[src/rtl/mmd_pkg.sv]
// Behaviour
// - integer mode ratio spans 32 to 1048575 input cycles per output
// - fractional mode instantaneous ratio spans 36 to 1048571
// - output pulse width is whole RF periods, set by bits 14:12 of 00h
// - every edge of both outputs, positive and negative, is retimed to a rising rf edge
// - chip address is msb strap, mid strap, lsb strap
// - straps are captured at power-up and every reset, then held
// - open strap reads one through pull-up; grounded strap gives zero
// - host loads companion address into 09h; device watches it too
// - companion transfers needing local action update local registers
// - 09h holding own chip address disables companion snooping
// - integer ratio comes from bits 19:0 of register 05h
package mmd_pkg;
  // serial frame: rw, register address, chip address, data (msb first)
  localparam int          FRAME_BITS   = 34;
  localparam int          HDR_BITS     = 10;
  localparam int          DATA_W       = 24;
  localparam logic [5:0]  FRAME_CNT    = 6'h22;
  localparam logic [5:0]  HDR_CNT      = 6'h0A;

  // register offsets
  localparam logic [5:0]  REG_CTRL     = 6'h00;
  localparam logic [5:0]  REG_REF_DIV  = 6'h02;
  localparam logic [5:0]  REG_NINT     = 6'h05;
  localparam logic [5:0]  REG_COMP     = 6'h09;
  localparam logic [5:0]  REG_MODE     = 6'h0B;

  // companion register that also needs local action
  localparam logic [5:0]  COMP_REF_REG = 6'h02;

  // field positions
  localparam int          DUTY_LSB     = 12;
  localparam int          DUTY_MSB     = 14;
  localparam int          SOFT_RST_BIT = 5;
  localparam int          ID_LSB       = 16;
  localparam int          NINT_MSB     = 19;
  localparam int          FRAC_EN_BIT  = 0;

  // reset values
  localparam logic [2:0]  DUTY_RST     = 3'h3;
  localparam logic [19:0] NINT_RST     = 20'h00020;
  localparam logic [2:0]  COMP_RST     = 3'h0;
  localparam logic [23:0] REF_DIV_RST  = 24'h000001;
  localparam logic [2:0]  ADDR_RST     = 3'h7;
  localparam logic [1:0]  CAP_DLY      = 2'h3;

  // ratio limits
  localparam logic [19:0] INT_MIN      = 20'h00020;
  localparam logic [19:0] INT_MAX      = 20'hFFFFF;
  localparam logic [19:0] FRAC_MIN     = 20'h00024;
  localparam logic [19:0] FRAC_MAX     = 20'hFFFFB;

  typedef enum logic [1:0] {SPI_IDLE, SPI_HDR, SPI_DATA} spi_state_t;
endpackage

[src/rtl/mmd_ctrl.sv]
`timescale 1ns/1ps
`default_nettype none
module mmd_ctrl
  import mmd_pkg::*;
#(
  // arbitrary identification value
  parameter logic [7:0] CHIP_ID = 8'h5A
) (
  // clock and reset
  input  wire logic              clk,
  input  wire logic              rstn,
  // rf input, already squared by the input buffer
  input  wire logic              rf_in_pos,
  // modulator offset on the integer ratio
  input  wire logic signed [2:0] dither_step,
  // main serial port
  input  wire logic              spi_sck,
  input  wire logic              spi_sen_n,
  input  wire logic              spi_sdi,
  output var  logic              spi_sdo,
  // chip address straps
  input  wire logic              addr_strap_lsb,
  input  wire logic              addr_strap_mid,
  input  wire logic              addr_strap_msb,
  // divider outputs
  output var  logic              div_out_pos,
  output var  logic              div_out_neg,
  // local reference divider setting
  output var  logic [23:0]       ref_div_r
);

  ////////////////////////////////////////////////////////////////////////////
  // pin synchronisers
  logic [2:0] sck_s;
  logic [2:0] sen_s;
  logic [1:0] sdi_s;
  logic [2:0] rf_s;
  logic [2:0] strap_s0;
  logic [2:0] strap_s1;

  always_ff @(posedge clk or negedge rstn) begin
    if (!rstn) begin
      sck_s    <= 3'h0;
      sen_s    <= 3'h7;
      sdi_s    <= 2'h0;
      rf_s     <= 3'h0;
      strap_s0 <= ADDR_RST;
      strap_s1 <= ADDR_RST;
    end else begin
      sck_s    <= {sck_s[1:0], spi_sck};
      sen_s    <= {sen_s[1:0], spi_sen_n};
      sdi_s    <= {sdi_s[0], spi_sdi};
      rf_s     <= {rf_s[1:0], rf_in_pos};
      strap_s0 <= {addr_strap_msb, addr_strap_mid, addr_strap_lsb};
      strap_s1 <= strap_s0;
    end
  end

  logic sck_rise;
  logic sck_fall;
  logic sen_rise;
  logic selected;
  logic rf_rise;
  assign sck_rise = sck_s[1] & ~sck_s[2];
  assign sck_fall = ~sck_s[1] & sck_s[2];
  assign sen_rise = sen_s[1] & ~sen_s[2];
  assign selected = ~sen_s[1];
  assign rf_rise  = rf_s[1] & ~rf_s[2];

  ////////////////////////////////////////////////////////////////////////////
  // chip address capture
  logic [2:0] own_addr_r;
  logic [1:0] cap_cnt_r;
  logic       cap_pend_r;
  logic       soft_rst_r;
  logic       capture;
  assign capture = cap_pend_r && (cap_cnt_r == 2'h0);

  // waits out the synchroniser so a stale reset value is never captured
  always_ff @(posedge clk or negedge rstn) begin
    if (!rstn) begin
      cap_cnt_r  <= CAP_DLY;
      cap_pend_r <= 1'b1;
      own_addr_r <= ADDR_RST;
    end else if (soft_rst_r) begin
      cap_cnt_r  <= CAP_DLY;
      cap_pend_r <= 1'b1;
    end else if (capture) begin
      own_addr_r <= strap_s1;
      cap_pend_r <= 1'b0;
    end else if (cap_pend_r) begin
      cap_cnt_r  <= cap_cnt_r - 2'h1;
    end
  end

  ////////////////////////////////////////////////////////////////////////////
  // serial port
  spi_state_t  spi_st_r;
  logic [33:0] shift_r;
  logic [5:0]  bcnt_r;
  logic [23:0] rd_shift_r;
  logic [23:0] rd_val;
  logic [2:0]  duty_r;
  logic [19:0] nint_r;
  logic [2:0]  comp_r;
  logic        frac_en_r;
  logic        commit;
  logic        own_hit;
  logic        comp_hit;
  logic        wr_own;
  logic        wr_snoop;
  logic [5:0]  wr_reg;
  logic [23:0] wr_data;

  assign wr_reg   = shift_r[32:27];
  assign wr_data  = shift_r[23:0];
  assign commit   = sen_rise && (spi_st_r == SPI_DATA) &&
                    (bcnt_r == FRAME_CNT) && !shift_r[33];
  assign own_hit  = (shift_r[26:24] == own_addr_r);
  assign comp_hit = (shift_r[26:24] == comp_r) && (comp_r != own_addr_r);
  assign wr_own   = commit && own_hit;
  assign wr_snoop = commit && !own_hit && comp_hit &&
                    (wr_reg == COMP_REF_REG);

  always_comb begin
    rd_val = 24'h000000;
    case (shift_r[8:3])
      REG_CTRL: begin
        rd_val[ID_LSB+7:ID_LSB]     = CHIP_ID;
        rd_val[DUTY_MSB:DUTY_LSB]   = duty_r;
        rd_val[2:0]                 = own_addr_r;
      end
      REG_REF_DIV: rd_val = ref_div_r;
      REG_NINT:    rd_val[NINT_MSB:0] = nint_r;
      REG_COMP:    rd_val[2:0] = comp_r;
      REG_MODE:    rd_val[FRAC_EN_BIT] = frac_en_r;
      default:     rd_val = 24'h000000;
    endcase
  end

  always_ff @(posedge clk or negedge rstn) begin
    if (!rstn) begin
      spi_st_r <= SPI_IDLE;
      shift_r  <= 34'h000000000;
      bcnt_r   <= 6'h00;
    end else if (!selected) begin
      spi_st_r <= SPI_IDLE;
      bcnt_r   <= 6'h00;
    end else if (sck_rise) begin
      shift_r <= {shift_r[32:0], sdi_s[1]};
      if (bcnt_r != FRAME_CNT) begin
        bcnt_r <= bcnt_r + 6'h01;
      end
      case (spi_st_r)
        SPI_IDLE: spi_st_r <= SPI_HDR;
        SPI_HDR: begin
          if (bcnt_r == HDR_CNT - 6'h01) begin
            spi_st_r <= SPI_DATA;
          end
        end
        SPI_DATA: spi_st_r <= SPI_DATA;
        default:  spi_st_r <= SPI_IDLE;
      endcase
    end
  end

  // read data goes out on falling clock so the host samples on rising
  always_ff @(posedge clk or negedge rstn) begin
    if (!rstn) begin
      rd_shift_r <= 24'h000000;
      spi_sdo    <= 1'b0;
    end else if (!selected) begin
      spi_sdo    <= 1'b0;
    end else if (spi_st_r == SPI_DATA && bcnt_r == HDR_CNT && sck_fall) begin
      if (shift_r[9] && shift_r[2:0] == own_addr_r) begin
        spi_sdo    <= rd_val[23];
        rd_shift_r <= {rd_val[22:0], 1'b0};
      end else begin
        rd_shift_r <= 24'h000000;
      end
    end else if (spi_st_r == SPI_DATA && sck_fall) begin
      spi_sdo    <= rd_shift_r[23];
      rd_shift_r <= {rd_shift_r[22:0], 1'b0};
    end
  end

  ////////////////////////////////////////////////////////////////////////////
  // register file
  always_ff @(posedge clk or negedge rstn) begin
    if (!rstn) begin
      soft_rst_r <= 1'b0;
    end else begin
      soft_rst_r <= wr_own && (wr_reg == REG_CTRL) && wr_data[SOFT_RST_BIT];
    end
  end

  always_ff @(posedge clk or negedge rstn) begin
    if (!rstn) begin
      duty_r    <= DUTY_RST;
      nint_r    <= NINT_RST;
      comp_r    <= COMP_RST;
      ref_div_r <= REF_DIV_RST;
      frac_en_r <= 1'b0;
    end else if (soft_rst_r) begin
      duty_r    <= DUTY_RST;
      nint_r    <= NINT_RST;
      comp_r    <= COMP_RST;
      ref_div_r <= REF_DIV_RST;
      frac_en_r <= 1'b0;
    end else if (wr_own) begin
      case (wr_reg)
        REG_CTRL:    duty_r <= wr_data[DUTY_MSB:DUTY_LSB];
        REG_REF_DIV: ref_div_r <= wr_data;
        REG_NINT:    nint_r <= wr_data[NINT_MSB:0];
        REG_COMP:    comp_r <= wr_data[2:0];
        REG_MODE:    frac_en_r <= wr_data[FRAC_EN_BIT];
        default:     duty_r <= duty_r;
      endcase
    end else if (wr_snoop) begin
      ref_div_r <= wr_data;
    end
  end

  ////////////////////////////////////////////////////////////////////////////
  // ratio selection; clamping keeps the modulator inside the legal span
  logic signed [21:0] sum_s;
  logic [19:0]        ratio;

  always_comb begin
    sum_s = $signed({2'b00, nint_r}) +
            $signed({{19{dither_step[2]}}, dither_step});
    ratio = nint_r;
    if (frac_en_r) begin
      if (sum_s < $signed({2'b00, FRAC_MIN})) begin
        ratio = FRAC_MIN;
      end else if (sum_s > $signed({2'b00, FRAC_MAX})) begin
        ratio = FRAC_MAX;
      end else begin
        ratio = sum_s[19:0];
      end
    end else if (nint_r < INT_MIN) begin
      ratio = INT_MIN;
    end
  end

  ////////////////////////////////////////////////////////////////////////////
  // divider core
  logic [19:0] cnt_r;
  logic [2:0]  wid_r;

  always_ff @(posedge clk or negedge rstn) begin
    if (!rstn) begin
      cnt_r       <= 20'h00000;
      wid_r       <= 3'h0;
      div_out_pos <= 1'b0;
      div_out_neg <= 1'b1;
    end else if (rf_rise) begin
      if (cnt_r == 20'h00000) begin
        cnt_r       <= ratio - 20'h00001;
        div_out_pos <= 1'b1;
        div_out_neg <= 1'b0;
        wid_r       <= duty_r;
      end else begin
        cnt_r <= cnt_r - 20'h00001;
        if (div_out_pos && wid_r == 3'h0) begin
          div_out_pos <= 1'b0;
          div_out_neg <= 1'b1;
        end else if (div_out_pos) begin
          wid_r <= wid_r - 3'h1;
        end
      end
    end
  end

  ////////////////////////////////////////////////////////////////////////////
  // checks
  a_int_range: assert property (@(posedge clk) disable iff (!rstn)
    !frac_en_r |-> (ratio >= INT_MIN && ratio <= INT_MAX))
    else $error("integer ratio out of span");

  a_frac_range: assert property (@(posedge clk) disable iff (!rstn)
    frac_en_r |-> (ratio >= FRAC_MIN && ratio <= FRAC_MAX))
    else $error("fractional ratio out of span");

  a_pulse_end: assert property (@(posedge clk) disable iff (!rstn)
    (rf_rise && div_out_pos && wid_r == 3'h0 && cnt_r != 20'h00000)
    |=> !div_out_pos)
    else $error("pulse outlived its width");

  a_rise_on_rf: assert property (@(posedge clk) disable iff (!rstn)
    $rose(div_out_pos) |-> ($past(rf_rise) && !div_out_neg))
    else $error("output edge not retimed to rf edge");

  a_strap_order: assert property (@(posedge clk) disable iff (!rstn)
    (capture && !soft_rst_r) |=> own_addr_r == $past(strap_s1))
    else $error("chip address not captured from straps");

  a_addr_hold: assert property (@(posedge clk) disable iff (!rstn)
    !capture |=> $stable(own_addr_r))
    else $error("chip address changed outside capture");

  a_strap_high: assert property (@(posedge clk) disable iff (!rstn)
    (capture && !soft_rst_r && strap_s1 == 3'h7) |=> own_addr_r == 3'h7)
    else $error("open straps did not read high");

  a_snoop_upd: assert property (@(posedge clk) disable iff (!rstn)
    (wr_snoop && !soft_rst_r) |=> ref_div_r == $past(wr_data))
    else $error("snooped command not applied");

  a_snoop_off: assert property (@(posedge clk) disable iff (!rstn)
    (commit && !own_hit && comp_r == own_addr_r && !soft_rst_r)
    |=> $stable(ref_div_r))
    else $error("snooping active with own address");

  a_nint_write: assert property (@(posedge clk) disable iff (!rstn)
    (wr_own && wr_reg == REG_NINT && !soft_rst_r)
    |=> nint_r == $past(wr_data[19:0]))
    else $error("integer ratio write lost");

  a_one_pulse: assert property (@(posedge clk) disable iff (!rstn)
    (rf_rise && cnt_r != 20'h00000) |=> !$rose(div_out_pos))
    else $error("extra output pulse");

endmodule
`default_nettype wire

[config.mk]
export PLATFORM = sky130hd
export DESIGN_NAME = mmd_ctrl
export DESIGN_NICKNAME = d
export VERILOG_FILES = /design/src/rtl/mmd_pkg.sv /design/src/rtl/mmd_ctrl.sv
export SDC_FILE = /design/constraint.sdc
export NUM_CORES = 1
export LEC_CHECK = 0
export ABC_AREA = 1
export BUFFER_PORTS_ARGS = -buffer_cell sky130_fd_sc_hd__buf_4
export CAP_MARGIN = 10
export CORE_ASPECT_RATIO = 1.2
export CORE_MARGIN = 10
export CORE_UTILIZATION = 45
export DETAILED_ROUTE_END_ITERATION = 12
export HOLD_SLACK_MARGIN = 0.1
export SKIP_CTS_REPAIR_TIMING = 1
export SLEW_MARGIN = 20
export SYNTH_ARGS = -nofsm -noshare
export SYNTH_HDL_FRONTEND = slang
export SYNTH_SLANG_ARGS = --single-unit
[constraint.sdc]
create_clock -name clk -period 3.8 [get_ports clk]
set_input_delay 0.57 -clock clk [delete_from_list [all_inputs] [get_ports clk]]
set_output_delay 0.57 -clock clk [all_outputs]
set_load 0.1 [all_outputs]
==> flow_metrics.env <==
export IMPL_synth_top_cell_by_area="dfrtp_1"
export IMPL_grt_max_degree=91
export IMPL_ys_flop_type="dfrtp_1"
export IMPL_relSlewSlack_pct=37.4
export IMPL_start_util_pct=45.5
export IMPL_fin_crit_sh_pct=92.6
export IMPL_topRoutingLayerUsed="met4"
export IMPL_core_sq_mm=0.0224
export IMPL_finalSetupViolCount=0
export IMPL_cts_htree_levels=4
export IMPL_cts_root_buf="clkbuf_16"
export IMPL_path_max_fanout=7
export IMPL_rows=60
export IMPL_die_h_um=185
export IMPL_start_kind="register"
export IMPL_p_per_area_mw_per_mm2=389
export IMPL_pin_count=39
export IMPL_tritoncts="yes"
export IMPL_clk_pin_slew_ns=0.07
export IMPL_crit_path_end_kind="register"
export IMPL_cp_num_buf_inv=4
export IMPL_totalWireLength_um=30000
export IMPL_met2_length_um=14700
export IMPL_syn_inst=1440
export IMPL_path_class="register to register"
export IMPL_drv_slew=0
export IMPL_crit_family="simple AND/OR/NAND/NOR gates"
export IMPL_synth_top_area_share_pct=35.9
export IMPL_place_congestion=0.952
export IMPL_drv_cap=0
export IMPL_drc=0
export IMPL_synth_seq_cells=166
export IMPL_synth_distinct_cells=53
export IMPL_via_per_inst=5.27
export IMPL_slowest_stage="dfrtp_1"
export IMPL_wl_per_cell_um=16.5
export IMPL_crit_path_max_incr_delay_ns=0.42
export IMPL_detail_route_antenna_nets=0
export IMPL_layout_commonest_cell="nand2_1"
export IMPL_arrival_ns=3.86
export IMPL_drt_iter0_drc=681
export IMPL_dpl_cell_area_sq_mm=0.0112
export IMPL_cts_buffers=17
export IMPL_max_freq_mhz=284
export IMPL_cts_sinks=166
export IMPL_synth_area_sq_mm=0.0102
export IMPL_finClkSkew_ns=0.0165
export IMPL_wl_met1_um=13100
export IMPL_hpwl_um=22500
export IMPL_grt_pass1_wl_um=48900
export IMPL_total_leakage_power_nw=5.98
export IMPL_dr_wl_met3_um=1230
export IMPL_hold_class="input port to asynchronous set/reset pin"
export IMPL_fin_area_sq_mm=0.0119
export IMPL_fin_crit_ns=3.52
export IMPL_synth_async_reset_ratio_pct=100
export IMPL_fp_dieW_um=157
export IMPL_ir_drop_mv=0.309
export IMPL_dieArea_sq_mm=0.0291
export IMPL_first_global_vias=9533
export IMPL_area_growth_pct=16.5
export IMPL_synth_edf_count=0
export IMPL_avgSynthCellArea_sq_um=7.07
export IMPL_overflow=0
export IMPL_clk_latency_ns=0.45
export IMPL_n_antenna_cell=0
export IMPL_port_buffers=38
export IMPL_setup_slack_ns=0.280
export IMPL_synth_nets=1484
export IMPL_grt_usage_pct=21.3
export IMPL_seq_area_frac_synth_pct=41.1
export IMPL_fin_setup_tns_ns=0
export IMPL_clockBufferDepth=2
export IMPL_yosys_warnings=0
export IMPL_ys_top_cells_by_area="dfrtp_1, nand2_1, inv_1, o21ai_0, a21oi_1"
export IMPL_drive_gt1_share_pct=15.5
export IMPL_critical_path_most_common_cell="nand2_1"
export IMPL_crit_required_ns=4.14
export IMPL_antenna_found_initial=0
export IMPL_nNetsFinal=1574
export IMPL_final_cell_mix="nand2_1, inv_1, dfrtp_1"
export IMPL_num_vias=9609
export IMPL_place_ws_ns=-0.0641
export IMPL_worst_slew_pin_slew_ns=0.937
export IMPL_first_pass_iters=5
export IMPL_hold_viol_final=0
export IMPL_status="complete, no violations"
[cells by family after synthesis]
kind of cell | Yosys count | synth area share [%]
AND/OR/NAND/NOR | 700 | 29.3
XOR/XNOR | 11 | 0.947
multiplexers | 3 | 0.332
AO/OA/AOI/OAI | 272 | 14.6
adder cells (fa/ha/maj) | 32 | 4.01
flip-flops | 166 | 41.1
buffers and inverters | 256 | 9.75
[Yosys cell counts (4+ instances only)]
| cell | instances |
|---|---|
| nor2_1 | 87 |
| o21ai_1 | 6 |
| nand2_1 | 442 |
| inv_1 | 200 |
| nand3_2 | 4 |
| a31oi_1 | 4 |
| clkinv_1 | 5 |
| o22ai_1 | 8 |
| dfrtp_1 | 146 |
| inv_2 | 6 |
| nand2_2 | 20 |
| nand4_1 | 20 |
| dfstp_2 | 20 |
| a21oi_1 | 105 |
| nor3_1 | 17 |
| a22oi_1 | 5 |
| a32o_1 | 6 |
| xnor2_1 | 8 |
| nor4_1 | 10 |
| nand3_1 | 76 |
| ha_1 | 31 |
| nor2_2 | 12 |
| o21ai_0 | 118 |
| clkbuf_1 | 38 |
[power breakdown]
group          total, W  leakage (nW)  internal (W)  switching [W]
combinational  0.000877          3.52      0.000317       0.000560
sequential      0.00201          2.18       0.00191       0.000105
clock           0.00173         0.285      0.000880       0.000846
total           0.00461          5.98       0.00310        0.00151
[routing by layer]
layer  GRT usage [%]  vias up
li1                -     4836
met5               0        -
met1            26.1     4479
met4            8.73        0
met2            36.5      230
met3            3.24       64
[flip-flops by register name (all words and copies together), names as in the netlist, 2 cells and up]
register    count
duty_r          3
cnt_r          20
sen_s           3
comp_r          3
nint_r         20
bcnt_r          6
ref_div_r      24
own_addr_r      3
wid_r           3
rf_s            3
strap_s1        3
rd_shift_r     23
spi_st_r        2
shift_r        34
sck_s           3
cap_cnt_r       2
sdi_s           2
strap_s0        3
[through the flow]
step	cells	hold WS, ns	util, %	total power [W]
4_1_cts	1821	0.211	52.7	0.00462
3_3_place_gp	1789	0.334	50.1	0.00289
2_1_floorplan	1440	0.274	-	0.00256
6_report	1822	0.180	53.0	0.00461
3_5_place_dp	1789	0.336	50.1	0.00290
5_1_grt	1822	0.207	53.0	0.00485
[area by class of cell]
| type | instances | area, sq um |
|---|---|---|
| Fill cell | 2234 | 10500 |
| Multi-Input combinational cell | 1018 | 5070 |
| Sequential cell | 166 | 4180 |
| Timing Repair Buffer | 116 | 878 |
| Inverter | 211 | 792 |
| Clock buffer | 17 | 425 |
| Tap cell | 279 | 349 |
| Clock inverter | 15 | 156 |
[final timing paths]
check / start / endpoint / slack, ns / cells past startpoint
max in group asynchronous: rstn / duty_r[0] / 2.63 / 2
min reg2reg: strap_s0[2] / strap_s1[2] / 0.35 / 0
min: rstn / nint_r[9] / 0.18 / 1
min in group clk: rf_in_pos / rf_s[0] / 0.22 / 1
max: nint_r[0] / cnt_r[14] / 0.28 / 26
max reg2reg: nint_r[0] / cnt_r[14] / 0.28 / 26
(Power assumes the default switching activity.)
